File: src/verilog/ioc_pkg.sv
// constants, command codes and field layout of the input overcurrent status block
package ioc_pkg;
  // command codes on the management bus
  localparam logic [7:0]  CMD_CLEAR     = 8'h03;
  localparam logic [7:0]  CMD_FLT_LIM   = 8'h5B;
  localparam logic [7:0]  CMD_FLT_RSP   = 8'h5C;
  localparam logic [7:0]  CMD_WRN_LIM   = 8'h5D;
  localparam logic [7:0]  CMD_STAT_BYTE = 8'h78;
  localparam logic [7:0]  CMD_STAT_WORD = 8'h79;
  localparam logic [7:0]  CMD_STAT_IN   = 8'h7C;
  // reset and fixed values
  localparam logic [15:0] RST_FLT_LIM   = 16'h00FF;
  localparam logic [15:0] RST_WRN_LIM   = 16'h0019;
  localparam logic [7:0]  FLT_RSP_VAL   = 8'hC0;
  // linear format field positions
  localparam int          EXP_HI        = 15;
  localparam int          EXP_LO        = 11;
  localparam int          MAN_HI        = 10;
  localparam int          MAN_LO        = 0;
  // status bit positions
  localparam int          SB_OTHER      = 0;
  localparam int          SB_OFF        = 6;
  localparam int          SW_INPUT      = 13;
  localparam int          SI_OC_FAULT   = 2;
  localparam int          SI_OC_WARN    = 1;
  // bus framing
  localparam logic [2:0]  LAST_BIT      = 3'h7;
  localparam logic [1:0]  IDX_CMD       = 2'h0;
  localparam logic [1:0]  IDX_LO        = 2'h1;
  localparam logic [1:0]  IDX_HI        = 2'h2;
  // bus slave states
  typedef enum logic [2:0] {
    IOC_IDLE, IOC_ADDR, IOC_AACK, IOC_WR, IOC_WACK, IOC_RD, IOC_RACK
  } ioc_state_t;
endpackage

File: src/verilog/ioc_linear_cmp.sv
// compares a fixed-point current against a limit held in linear format
`timescale 1ns/1ps
module ioc_linear_cmp #(
  parameter int IW   = 16,
  parameter int FRAC = 4
) (
  // limit word and measured current
  input  wire logic [15:0]   limit,
  input  wire logic [IW-1:0] iin,
  // result
  output logic               reached
);
  logic signed [4:0]  lim_exp;
  logic signed [10:0] lim_man;
  int                 sh;
  logic [63:0]        lhs;
  logic [63:0]        rhs;

  // scale current and limit onto a common grid and compare
  always_comb begin
    lim_exp = $signed(limit[ioc_pkg::EXP_HI:ioc_pkg::EXP_LO]);
    lim_man = $signed(limit[ioc_pkg::MAN_HI:ioc_pkg::MAN_LO]);
    sh      = int'(lim_exp) + FRAC;
    lhs     = 64'(iin);
    rhs     = 64'(unsigned'(lim_man[9:0]));
    if (sh >= 0) begin
      rhs = rhs << sh; // mantissa times two to the power of exponent plus FRAC
    end else begin
      lhs = lhs << (-sh);
    end
    reached = lim_man[10] | (lhs >= rhs); // a negative limit is always reached
  end
endmodule

File: src/verilog/ioc_fault_status.sv
// input overcurrent limits, fault latch and status summary behind a two-wire command bus
`timescale 1ns/1ps
module ioc_fault_status #(
  parameter logic [6:0] DEV_ADDR = 7'h40,
  parameter int         IW       = 16,
  parameter int         FRAC     = 4
) (
  // clock and reset
  input  wire logic          ref_clk,
  input  wire logic          rst,
  // two-wire bus pins, open drain
  input  wire logic          scl_in,
  input  wire logic          sda_in,
  output logic               sda_out,
  output logic               sda_oe_n,
  // measured input current, unsigned amperes with FRAC fraction bits
  input  wire logic [IW-1:0] iin_amps,
  // outputs to host and power stage
  output logic               host_alert_out,
  output logic               regulator_fault_out,
  output logic               conv_enable_out
);
  ioc_pkg::ioc_state_t st_r;
  logic [2:0]          scl_q;
  logic [2:0]          sda_q;
  logic                scl_rise;
  logic                scl_fall;
  logic                bus_start;
  logic                bus_stop;
  logic [7:0]          shreg_r;
  logic [2:0]          bitcnt_r;
  logic [1:0]          bidx_r;
  logic [7:0]          cmd_r;
  logic [7:0]          wr_lo_r;
  logic                rw_r;
  logic                sda_low_r;
  logic                clr;
  logic [15:0]         fault_lim_r;
  logic [15:0]         warn_lim_r;
  logic                flt;
  logic                wrn;
  logic                other_r;
  logic                input_r;
  logic                sin_flt_r;
  logic                sin_wrn_r;
  logic                off_r;
  logic [7:0]          stat_byte;
  logic [15:0]         stat_word;
  logic [7:0]          stat_in;
  logic [7:0]          rx_byte;

  ////////////////////////////////////////////////////////////////////////////
  // pin synchronisers; stage 0 feeds only stage 1
  always_ff @(posedge ref_clk) begin
    if (rst) begin
      scl_q <= 3'h7;
      sda_q <= 3'h7;
    end else begin
      scl_q <= {scl_q[1:0], scl_in};
      sda_q <= {sda_q[1:0], sda_in};
    end
  end

  // bus edge and condition detection on synchronised levels
  assign scl_rise  = scl_q[1] & ~scl_q[2];
  assign scl_fall  = ~scl_q[1] & scl_q[2];
  assign bus_start = scl_q[1] & scl_q[2] & sda_q[2] & ~sda_q[1];
  assign bus_stop  = scl_q[1] & scl_q[2] & ~sda_q[2] & sda_q[1];
  assign rx_byte   = {shreg_r[6:0], sda_q[1]};

  ////////////////////////////////////////////////////////////////////////////
  // read data for a command and byte index; low byte first for words
  function automatic logic [7:0] rd_byte(input logic [7:0] c, input logic [1:0] i,
                                         input logic [15:0] fl, input logic [15:0] wl,
                                         input logic [15:0] sw, input logic [7:0] si);
    logic [15:0] w;
    w = 16'h0000;
    unique case (c)
      ioc_pkg::CMD_FLT_LIM:   w = fl;
      ioc_pkg::CMD_FLT_RSP:   w = {8'h00, ioc_pkg::FLT_RSP_VAL}; // fixed, read only
      ioc_pkg::CMD_WRN_LIM:   w = wl;
      ioc_pkg::CMD_STAT_BYTE: w = {8'h00, sw[7:0]}; // same storage as word low
      ioc_pkg::CMD_STAT_WORD: w = sw;
      ioc_pkg::CMD_STAT_IN:   w = {8'h00, si};
      default:                w = 16'h0000;
    endcase
    return (i == ioc_pkg::IDX_CMD) ? w[7:0] : w[15:8];
  endfunction

  ////////////////////////////////////////////////////////////////////////////
  // bus slave state machine, shifting on clock rise
  always_ff @(posedge ref_clk) begin
    if (rst) begin
      st_r     <= ioc_pkg::IOC_IDLE;
      shreg_r  <= 8'h00;
      bitcnt_r <= 3'h0;
      bidx_r   <= 2'h0;
      cmd_r    <= 8'h00;
      rw_r     <= 1'b0;
    end else if (bus_start) begin
      st_r     <= ioc_pkg::IOC_ADDR;
      bitcnt_r <= 3'h0;
      bidx_r   <= 2'h0;
    end else if (bus_stop) begin
      st_r <= ioc_pkg::IOC_IDLE;
    end else if (scl_rise) begin
      unique case (st_r)
        ioc_pkg::IOC_IDLE: st_r <= ioc_pkg::IOC_IDLE;
        ioc_pkg::IOC_ADDR, ioc_pkg::IOC_WR: begin
          shreg_r  <= rx_byte;
          bitcnt_r <= bitcnt_r + 3'h1;
          if (bitcnt_r == ioc_pkg::LAST_BIT) begin
            if (st_r == ioc_pkg::IOC_WR) begin
              st_r <= ioc_pkg::IOC_WACK;
            end else if (rx_byte[7:1] == DEV_ADDR) begin
              st_r <= ioc_pkg::IOC_AACK;
              rw_r <= rx_byte[0];
            end else begin
              st_r <= ioc_pkg::IOC_IDLE;
            end
          end
        end
        ioc_pkg::IOC_AACK: begin
          bitcnt_r <= 3'h0;
          if (rw_r) begin
            st_r    <= ioc_pkg::IOC_RD;
            bidx_r  <= 2'h0;
            shreg_r <= rd_byte(cmd_r, 2'h0, fault_lim_r, warn_lim_r, stat_word, stat_in);
          end else begin
            st_r <= ioc_pkg::IOC_WR;
          end
        end
        ioc_pkg::IOC_WACK: begin
          st_r     <= ioc_pkg::IOC_WR;
          bitcnt_r <= 3'h0;
          if (bidx_r == ioc_pkg::IDX_CMD) begin
            cmd_r <= shreg_r;
          end
          if (bidx_r != ioc_pkg::IDX_HI) begin
            bidx_r <= bidx_r + 2'h1;
          end
        end
        ioc_pkg::IOC_RD: begin
          shreg_r  <= {shreg_r[6:0], 1'b0};
          bitcnt_r <= bitcnt_r + 3'h1;
          if (bitcnt_r == ioc_pkg::LAST_BIT) begin
            st_r <= ioc_pkg::IOC_RACK;
          end
        end
        ioc_pkg::IOC_RACK: begin
          bitcnt_r <= 3'h0;
          bidx_r   <= bidx_r + 2'h1;
          st_r     <= sda_q[1] ? ioc_pkg::IOC_IDLE : ioc_pkg::IOC_RD; // nack ends read
          shreg_r  <= rd_byte(cmd_r, bidx_r + 2'h1, fault_lim_r, warn_lim_r, stat_word,
                              stat_in);
        end
      endcase
    end
  end

  // data and acknowledge drive, changed while the clock is low, released at stop
  always_ff @(posedge ref_clk) begin
    if (rst || bus_stop) begin
      sda_low_r <= 1'b0;
    end else if (scl_fall) begin
      unique case (st_r)
        ioc_pkg::IOC_AACK, ioc_pkg::IOC_WACK: sda_low_r <= 1'b1;
        ioc_pkg::IOC_RD:                      sda_low_r <= ~shreg_r[7];
        default:                              sda_low_r <= 1'b0;
      endcase
    end
  end

  assign sda_out  = 1'b0;
  assign sda_oe_n = ~sda_low_r;

  // clear-faults command is taken when its command byte is acknowledged
  assign clr = scl_rise && !bus_start && !bus_stop && st_r == ioc_pkg::IOC_WACK
               && bidx_r == ioc_pkg::IDX_CMD && shreg_r == ioc_pkg::CMD_CLEAR;

  ////////////////////////////////////////////////////////////////////////////
  // limit registers; a word write lands when its high byte is acknowledged
  always_ff @(posedge ref_clk) begin
    if (rst) begin
      fault_lim_r <= ioc_pkg::RST_FLT_LIM;
      warn_lim_r  <= ioc_pkg::RST_WRN_LIM;
      wr_lo_r     <= 8'h00;
    end else if (scl_rise && !bus_start && !bus_stop && st_r == ioc_pkg::IOC_WACK) begin
      if (bidx_r == ioc_pkg::IDX_LO) begin
        wr_lo_r <= shreg_r;
      end else if (bidx_r == ioc_pkg::IDX_HI && cmd_r == ioc_pkg::CMD_FLT_LIM) begin
        fault_lim_r <= {shreg_r, wr_lo_r};
      end else if (bidx_r == ioc_pkg::IDX_HI && cmd_r == ioc_pkg::CMD_WRN_LIM) begin
        warn_lim_r <= {shreg_r, wr_lo_r};
      end
    end
  end

  ////////////////////////////////////////////////////////////////////////////
  // limit comparators
  ioc_linear_cmp #(.IW(IW), .FRAC(FRAC)) u_fault_cmp (
    .limit   (fault_lim_r),
    .iin     (iin_amps),
    .reached (flt)
  );
  ioc_linear_cmp #(.IW(IW), .FRAC(FRAC)) u_warn_cmp (
    .limit   (warn_lim_r),
    .iin     (iin_amps),
    .reached (wrn)
  );

  // sticky status flags; a live condition wins over a clear
  always_ff @(posedge ref_clk) begin
    if (rst) begin
      other_r   <= 1'b0;
      input_r   <= 1'b0;
      sin_flt_r <= 1'b0;
      sin_wrn_r <= 1'b0;
    end else begin
      other_r   <= flt | wrn | (other_r & ~clr);
      input_r   <= flt | wrn | (input_r & ~clr);
      sin_flt_r <= flt | (sin_flt_r & ~clr);
      sin_wrn_r <= wrn | (sin_wrn_r & ~clr);
    end
  end

  // shutdown latch, no restart until cleared
  always_ff @(posedge ref_clk) begin
    if (rst) begin
      off_r <= 1'b0;
    end else begin
      off_r <= flt | (off_r & ~clr);
    end
  end

  // status views and outputs
  always_comb begin
    stat_byte                   = 8'h00;
    stat_byte[ioc_pkg::SB_OFF]  = off_r;
    stat_byte[ioc_pkg::SB_OTHER] = other_r;
    stat_word                   = {8'h00, stat_byte};
    stat_word[ioc_pkg::SW_INPUT] = input_r;
    stat_in                     = 8'h00;
    stat_in[ioc_pkg::SI_OC_FAULT] = sin_flt_r;
    stat_in[ioc_pkg::SI_OC_WARN] = sin_wrn_r;
  end

  assign host_alert_out      = other_r | input_r;
  assign regulator_fault_out = sin_flt_r;
  assign conv_enable_out     = ~off_r;

  ////////////////////////////////////////////////////////////////////////////
  // checks
  property p_fault_off;
    @(posedge ref_clk) disable iff (rst) flt |=> off_r && !conv_enable_out;
  endproperty
  a_fault_off: assert property (p_fault_off) else $error("fault did not latch off");

  property p_fault_flags;
    @(posedge ref_clk) disable iff (rst)
      flt |=> other_r && stat_word[ioc_pkg::SW_INPUT] && stat_in[ioc_pkg::SI_OC_FAULT]
              && host_alert_out && regulator_fault_out;
  endproperty
  a_fault_flags: assert property (p_fault_flags) else $error("fault flags missing");

  property p_warn_flags;
    @(posedge ref_clk) disable iff (rst)
      wrn |=> stat_byte[ioc_pkg::SB_OTHER] && input_r && stat_in[ioc_pkg::SI_OC_WARN]
              && host_alert_out;
  endproperty
  a_warn_flags: assert property (p_warn_flags) else $error("warning flags missing");

  property p_stay_off;
    @(posedge ref_clk) disable iff (rst) off_r && !clr |=> off_r && !conv_enable_out;
  endproperty
  a_stay_off: assert property (p_stay_off) else $error("output re-enabled early");

  property p_byte_word;
    @(posedge ref_clk) disable iff (rst)
      rd_byte(ioc_pkg::CMD_STAT_BYTE, 2'h0, fault_lim_r, warn_lim_r, stat_word, stat_in)
      == rd_byte(ioc_pkg::CMD_STAT_WORD, 2'h0, fault_lim_r, warn_lim_r, stat_word, stat_in);
  endproperty
  a_byte_word: assert property (p_byte_word) else $error("status byte differs");

  property p_input_latch;
    @(posedge ref_clk) disable iff (rst) $rose(input_r) |-> $past(flt) || $past(wrn);
  endproperty
  a_input_latch: assert property (p_input_latch) else $error("input bit without cause");

  property p_alert_release;
    @(posedge ref_clk) disable iff (rst)
      (clr && !flt && !wrn) ##1 (!flt && !wrn) |-> !host_alert_out;
  endproperty
  a_alert_release: assert property (p_alert_release) else $error("alert not released");

  property p_fault_cmp;
    @(posedge ref_clk) disable iff (rst)
      fault_lim_r[ioc_pkg::EXP_HI:ioc_pkg::EXP_LO] == 5'h00 && !fault_lim_r[ioc_pkg::MAN_HI]
      |-> flt == ({16'h0000, iin_amps} >= ({22'h0, fault_lim_r[9:0]} << FRAC));
  endproperty
  a_fault_cmp: assert property (p_fault_cmp) else $error("fault compare wrong");

  property p_warn_reset;
    @(posedge ref_clk) $fell(rst) |-> warn_lim_r == ioc_pkg::RST_WRN_LIM;
  endproperty
  a_warn_reset: assert property (p_warn_reset) else $error("warning limit reset wrong");
endmodule

File: config.mk
export PLATFORM = sky130hd
export DESIGN_NAME = ioc_fault_status
export DESIGN_NICKNAME = d
export VERILOG_FILES = /design/src/verilog/ioc_pkg.sv /design/src/verilog/ioc_linear_cmp.sv /design/src/verilog/ioc_fault_status.sv
export SDC_FILE = /design/constraint.sdc
export NUM_CORES = 1
export LEC_CHECK = 0
export ABC_AREA = 1
export BUFFER_PORTS_ARGS = -buffer_cell sky130_fd_sc_hd__buf_2
export CORE_ASPECT_RATIO = 1.2
export CORE_MARGIN = 5
export CORE_UTILIZATION = 25
export CTS_BUF_LIST = sky130_fd_sc_hd__clkbuf_8
export DETAILED_ROUTE_END_ITERATION = 7
export PLACE_DENSITY_LB_ADDON = 0.08
export SKIP_CTS_REPAIR_TIMING = 1
export SYNTH_ARGS = -nofsm -noshare
export SYNTH_HDL_FRONTEND = slang
export SYNTH_SLANG_ARGS = --single-unit
File: constraint.sdc
create_clock -name ref_clk -period 9.57 [get_ports ref_clk]
set_input_delay 0.4785 -clock ref_clk [delete_from_list [all_inputs] [get_ports ref_clk]]
set_output_delay 0.4785 -clock ref_clk [all_outputs]
set_load 0.02 [all_outputs]
==> key figures <==
Worst setup path
  – Critical path peak fanout: 24
  – WS Path Type: reg -> reg
  – Reg2reg start: warn_lim_r[13]$_SDFFE_PP0P_
  – CP max stage cell: dfxtp_1
  – Critical Path RT: 9820 ps
  – FF-to-FF path depth: 32
  – Critical Path Sink Type: flip-flop
  – CP max stage delay: 870 ps
  – Crit path top cell by count: nand2_1
  – Worst Setup Start Kind: flip-flop
  – CP Data Arrival Time: 6610 ps
  – R2R Setup Slk: 3210 ps
  – Worst r2r dst: other_r$_SDFF_PP0_

Global route
  – Initial antenna violation count: 0
  – Gr usage total: 18.3%
  – Vias in the first global route: 11.5k
  – Gr ovfl total: 0
  – First-pass GRT wire length: 66.8 mm
  – Largest net degree at the start of global routing: 52

Placement
  – DP HPWL: 34.2 mm
  – I/O Buffers: 23
  – RD Place Congestion: 0.871

Hold path
  – Hold EP: scl_q[0]$_SDFF_PP1_
  – HP Class: in -> reg
  – Hold Crit Depth: 2
  – Hold Startpoint: scl_in

Yosys
  – Post-synthesis sequential area ratio: 14.9%
  – Async set or reset register ratio after synthesis: 0%
  – Post-Syn Area: 10,400 µm²
  – Yosys top cell area share: 22.5%
  – Number of enable flip-flop cells after synthesis: 0
  – Cell taking the most area after synthesis: nand2_1
  – Post-synth cell types: 60
  – Ys Warns: 0
  – Seq cells post-synth: 77
  – Mapped Nets: 1,947
  – Ys flop type: dfxtp_1
  – Syn Area/Cell: 5.54 µm²
  – Mapped Cells: 1,869
  – Synth top area cells: nand2_1 22%, dfxtp_1 15%, nand3_1 8.4%, ha_1 7.0%, inv_1 5.7%

CTS
  – Num CTS Buffers: 9
  – Longest Clk Path Bufs: 2
  – Root buf cell: clkbuf_8
  – CTS tree: built
  – H-Tree Depth: 3
  – Clock slew at reported path FFs: 110 ps
  – Clk sinks: 77
  – Clock Latency Late Sink: 390 ps

Timing
  – Slew margin rel.: 24.4%
  – Achievable clock frequency: 0.157 GHz
  – Slew Viols, Final: 0
  – Clock period minus worst slack: 6360 ps
  – Final setup TNS: 0 ps
  – Hold Vio Cnt, Final: 0
  – Setup Skew: 27.0 ps
  – Worst Tran Pin Value: 1130 ps
  – Tcrit/Tclk final: 66.5%
  – Hold Worst Slack: 259 ps
  – Final setup fails: 0
  – Unrepaired setup endpoints after global routing: no

Drt
  – DR vias: 12.0k
  – Routed WL per cell: 18.2 µm
  – Final ANT Viol Nets: 0
  – # DRC: 0
  – DRT Wirelength: 42.9 mm
  – Initial DRC count: 885
  – Vias per cell: 5.10
  – DRT Pass-1 Iters: 6

Power and ir drop
  – Leak: 4.97 nW
  – Worst VDD drop: 0.0504 mV
  – Power density cells: 60.0 nW/µm²

Floorplan
  – Row cnt: 81
  – Die height: 233 µm
  – # IOs: 25
  – Core area: 40,800 µm²
  – Starting Density: 25.4%
  – Die Width: 196 µm
  – Full die area: 45,600 µm²

Final layout
  – # nets final: 1,891
  – Area delta synth->final: 5.42%
  – Ant diodes: 0
  – Share of layout cells above drive strength 1: 6.49%

Outcome
  – Status: completed

Run
  – Max-Cap Viols: 0
## synth_stat cells, types with 3 or more instances
cell and number:
buf_4 8, o21ai_2 4, clkinv_1 7, a31oi_1 9, nand2_1 620, o22ai_1 51
o31ai_1 10, and2_1 4, a211oi_1 16, nor2_1 135, nor2_4 3, a21oi_1 91
nand2_4 3, ha_1 58, nand3_1 173, buf_2 31, or2_2 12, o21ai_1 51
o21a_1 3, nor2_2 8, o211ai_1 26, or2_1 4, inv_1 156, nand2_2 3
buf_6 9, inv_2 17, dfxtp_1 77, buf_1 6, nor3_2 4, o21ai_0 105
a22oi_1 8, nor4_1 5, nand4_1 45, clkbuf_1 47, nor3_1 27
## through the flow
step | instance area [µm²] | instances | total power, mW | setup WS (ps) | util [%]
global route | 10900 | 2357 | 0.688 | 2540 | 26.7
CTS | 10900 | 2357 | 0.667 | 3180 | 26.7
global placement | 10700 | 2341 | 0.403 | 3380 | 26.2
floorplan | 10400 | 1869 | 0.373 | 5020 | -
detailed placement | 10700 | 2341 | 0.403 | 3220 | 26.2
finish | 10900 | 2357 | 0.655 | 3210 | 26.7
## placed cells by master, fill, tap and decap left out, types with 4 or more instances in the layout
| cell | synthesis | final |
|---|---|---|
| a211oi_1 | 16 | 16 |
| nor2_2 | 8 | 8 |
| a22oi_1 | 8 | 8 |
| buf_2 | 31 | 23 |
| nor4_1 | 5 | 5 |
| nor2_1 | 135 | 135 |
| clkbuf_8 | 0 | 9 |
| nand3_1 | 173 | 173 |
| o211ai_1 | 26 | 26 |
| o21ai_2 | 4 | 4 |
| nand2_1 | 620 | 620 |
| a21oi_1 | 91 | 91 |
| o31ai_1 | 10 | 10 |
| dfxtp_1 | 77 | 77 |
| and2_1 | 4 | 4 |
| inv_1 | 156 | 156 |
| nor3_1 | 27 | 27 |
| o22ai_1 | 51 | 51 |
| nor3_2 | 4 | 4 |
| o21ai_1 | 51 | 51 |
| o21ai_0 | 105 | 105 |
| clkinv_1 | 7 | 7 |
| ha_1 | 58 | 58 |
| or2_1 | 4 | 4 |
| a31oi_1 | 9 | 9 |
| buf_4 | 8 | 11 |
| nand4_1 | 45 | 45 |
| or2_2 | 12 | 12 |
| inv_2 | 17 | 17 |
## report_power, final
| group | switching, mW | internal [mW] |
|---|---|---|
| logic | 0.0473 | 0.0209 |
| registers | 0.00327 | 0.324 |
| clock network | 0.154 | 0.105 |
| total | 0.205 | 0.450 |
## how the worst max path moves through the flow
stage,start,end,cells after the start
after detailed placement,warn_lim_r[13]$_SDFFE_PP0P_,other_r$_SDFF_PP0_,32
after floorplan,fault_lim_r[11]$_SDFFE_PP0P_,input_r$_SDFF_PP0_,47
final,warn_lim_r[13]$_SDFFE_PP0P_,other_r$_SDFF_PP0_,32
after CTS,warn_lim_r[13]$_SDFFE_PP0P_,other_r$_SDFF_PP0_,34
after global routing,warn_lim_r[13]$_SDFFE_PP0P_,other_r$_SDFF_PP0_,32
after global placement,warn_lim_r[13]$_SDFFE_PP0P_,other_r$_SDFF_PP0_,32
## layout make-up
| class | count | area (µm²) |
|---|---|---|
| fillers | 4752 | 29900 |
| inverters | 182 | 687 |
| well taps | 539 | 674 |
| multi-input cells | 1509 | 7610 |
| clock buffers | 9 | 124 |
| clock inverters | 7 | 81.3 |
| flip-flops and latches | 77 | 1540 |
| repair buffers | 34 | 198 |
## state kept, by name, summed over array words and instances (netlist names)
register and count:
fault_lim_r 16, warn_lim_r 16, cmd_r 8, shreg_r 8, wr_lo_r 8, bitcnt_r 3, scl_q 3, sda_q 3
st_r 3, bidx_r 2, input_r 1, off_r 1, other_r 1, regulator_fault_out 1, rw_r 1, sda_low_r 1
sin_wrn_r 1
## cells by family after synthesis
group | share of synthesized area, %
xor gates and xnor gates | 0.737
buffers and inverters | 11.6
AOI/OAI and AO/OA | 22.2
adders and majority gates | 7.01
muxes | 0.0966
DFF | 14.9
and+or+nand+nor | 43.4
other | 0.0362
## worst max-delay path: cells and delay by family, from the launching register on
kind	cells	cell delay [ps]
adders and majority gates	3	1240
DFF	1	870
AOI/OAI and AO/OA	6	930
buffers and inverters	3	780
and+or+nand+nor	20	2370
## routing by layer
layer	wire length, µm	up-vias	track usage, %	share of wire (%)
li1	-	6162	-	-
met1	18700	5513	22.5	44
met2	21500	283	33.7	50
met3	1330	74	1.27	3.1
met4	1380	0	6.00	3.2
met5	0	-	0	0
Note: power is estimated with default switching activity, not from simulation.
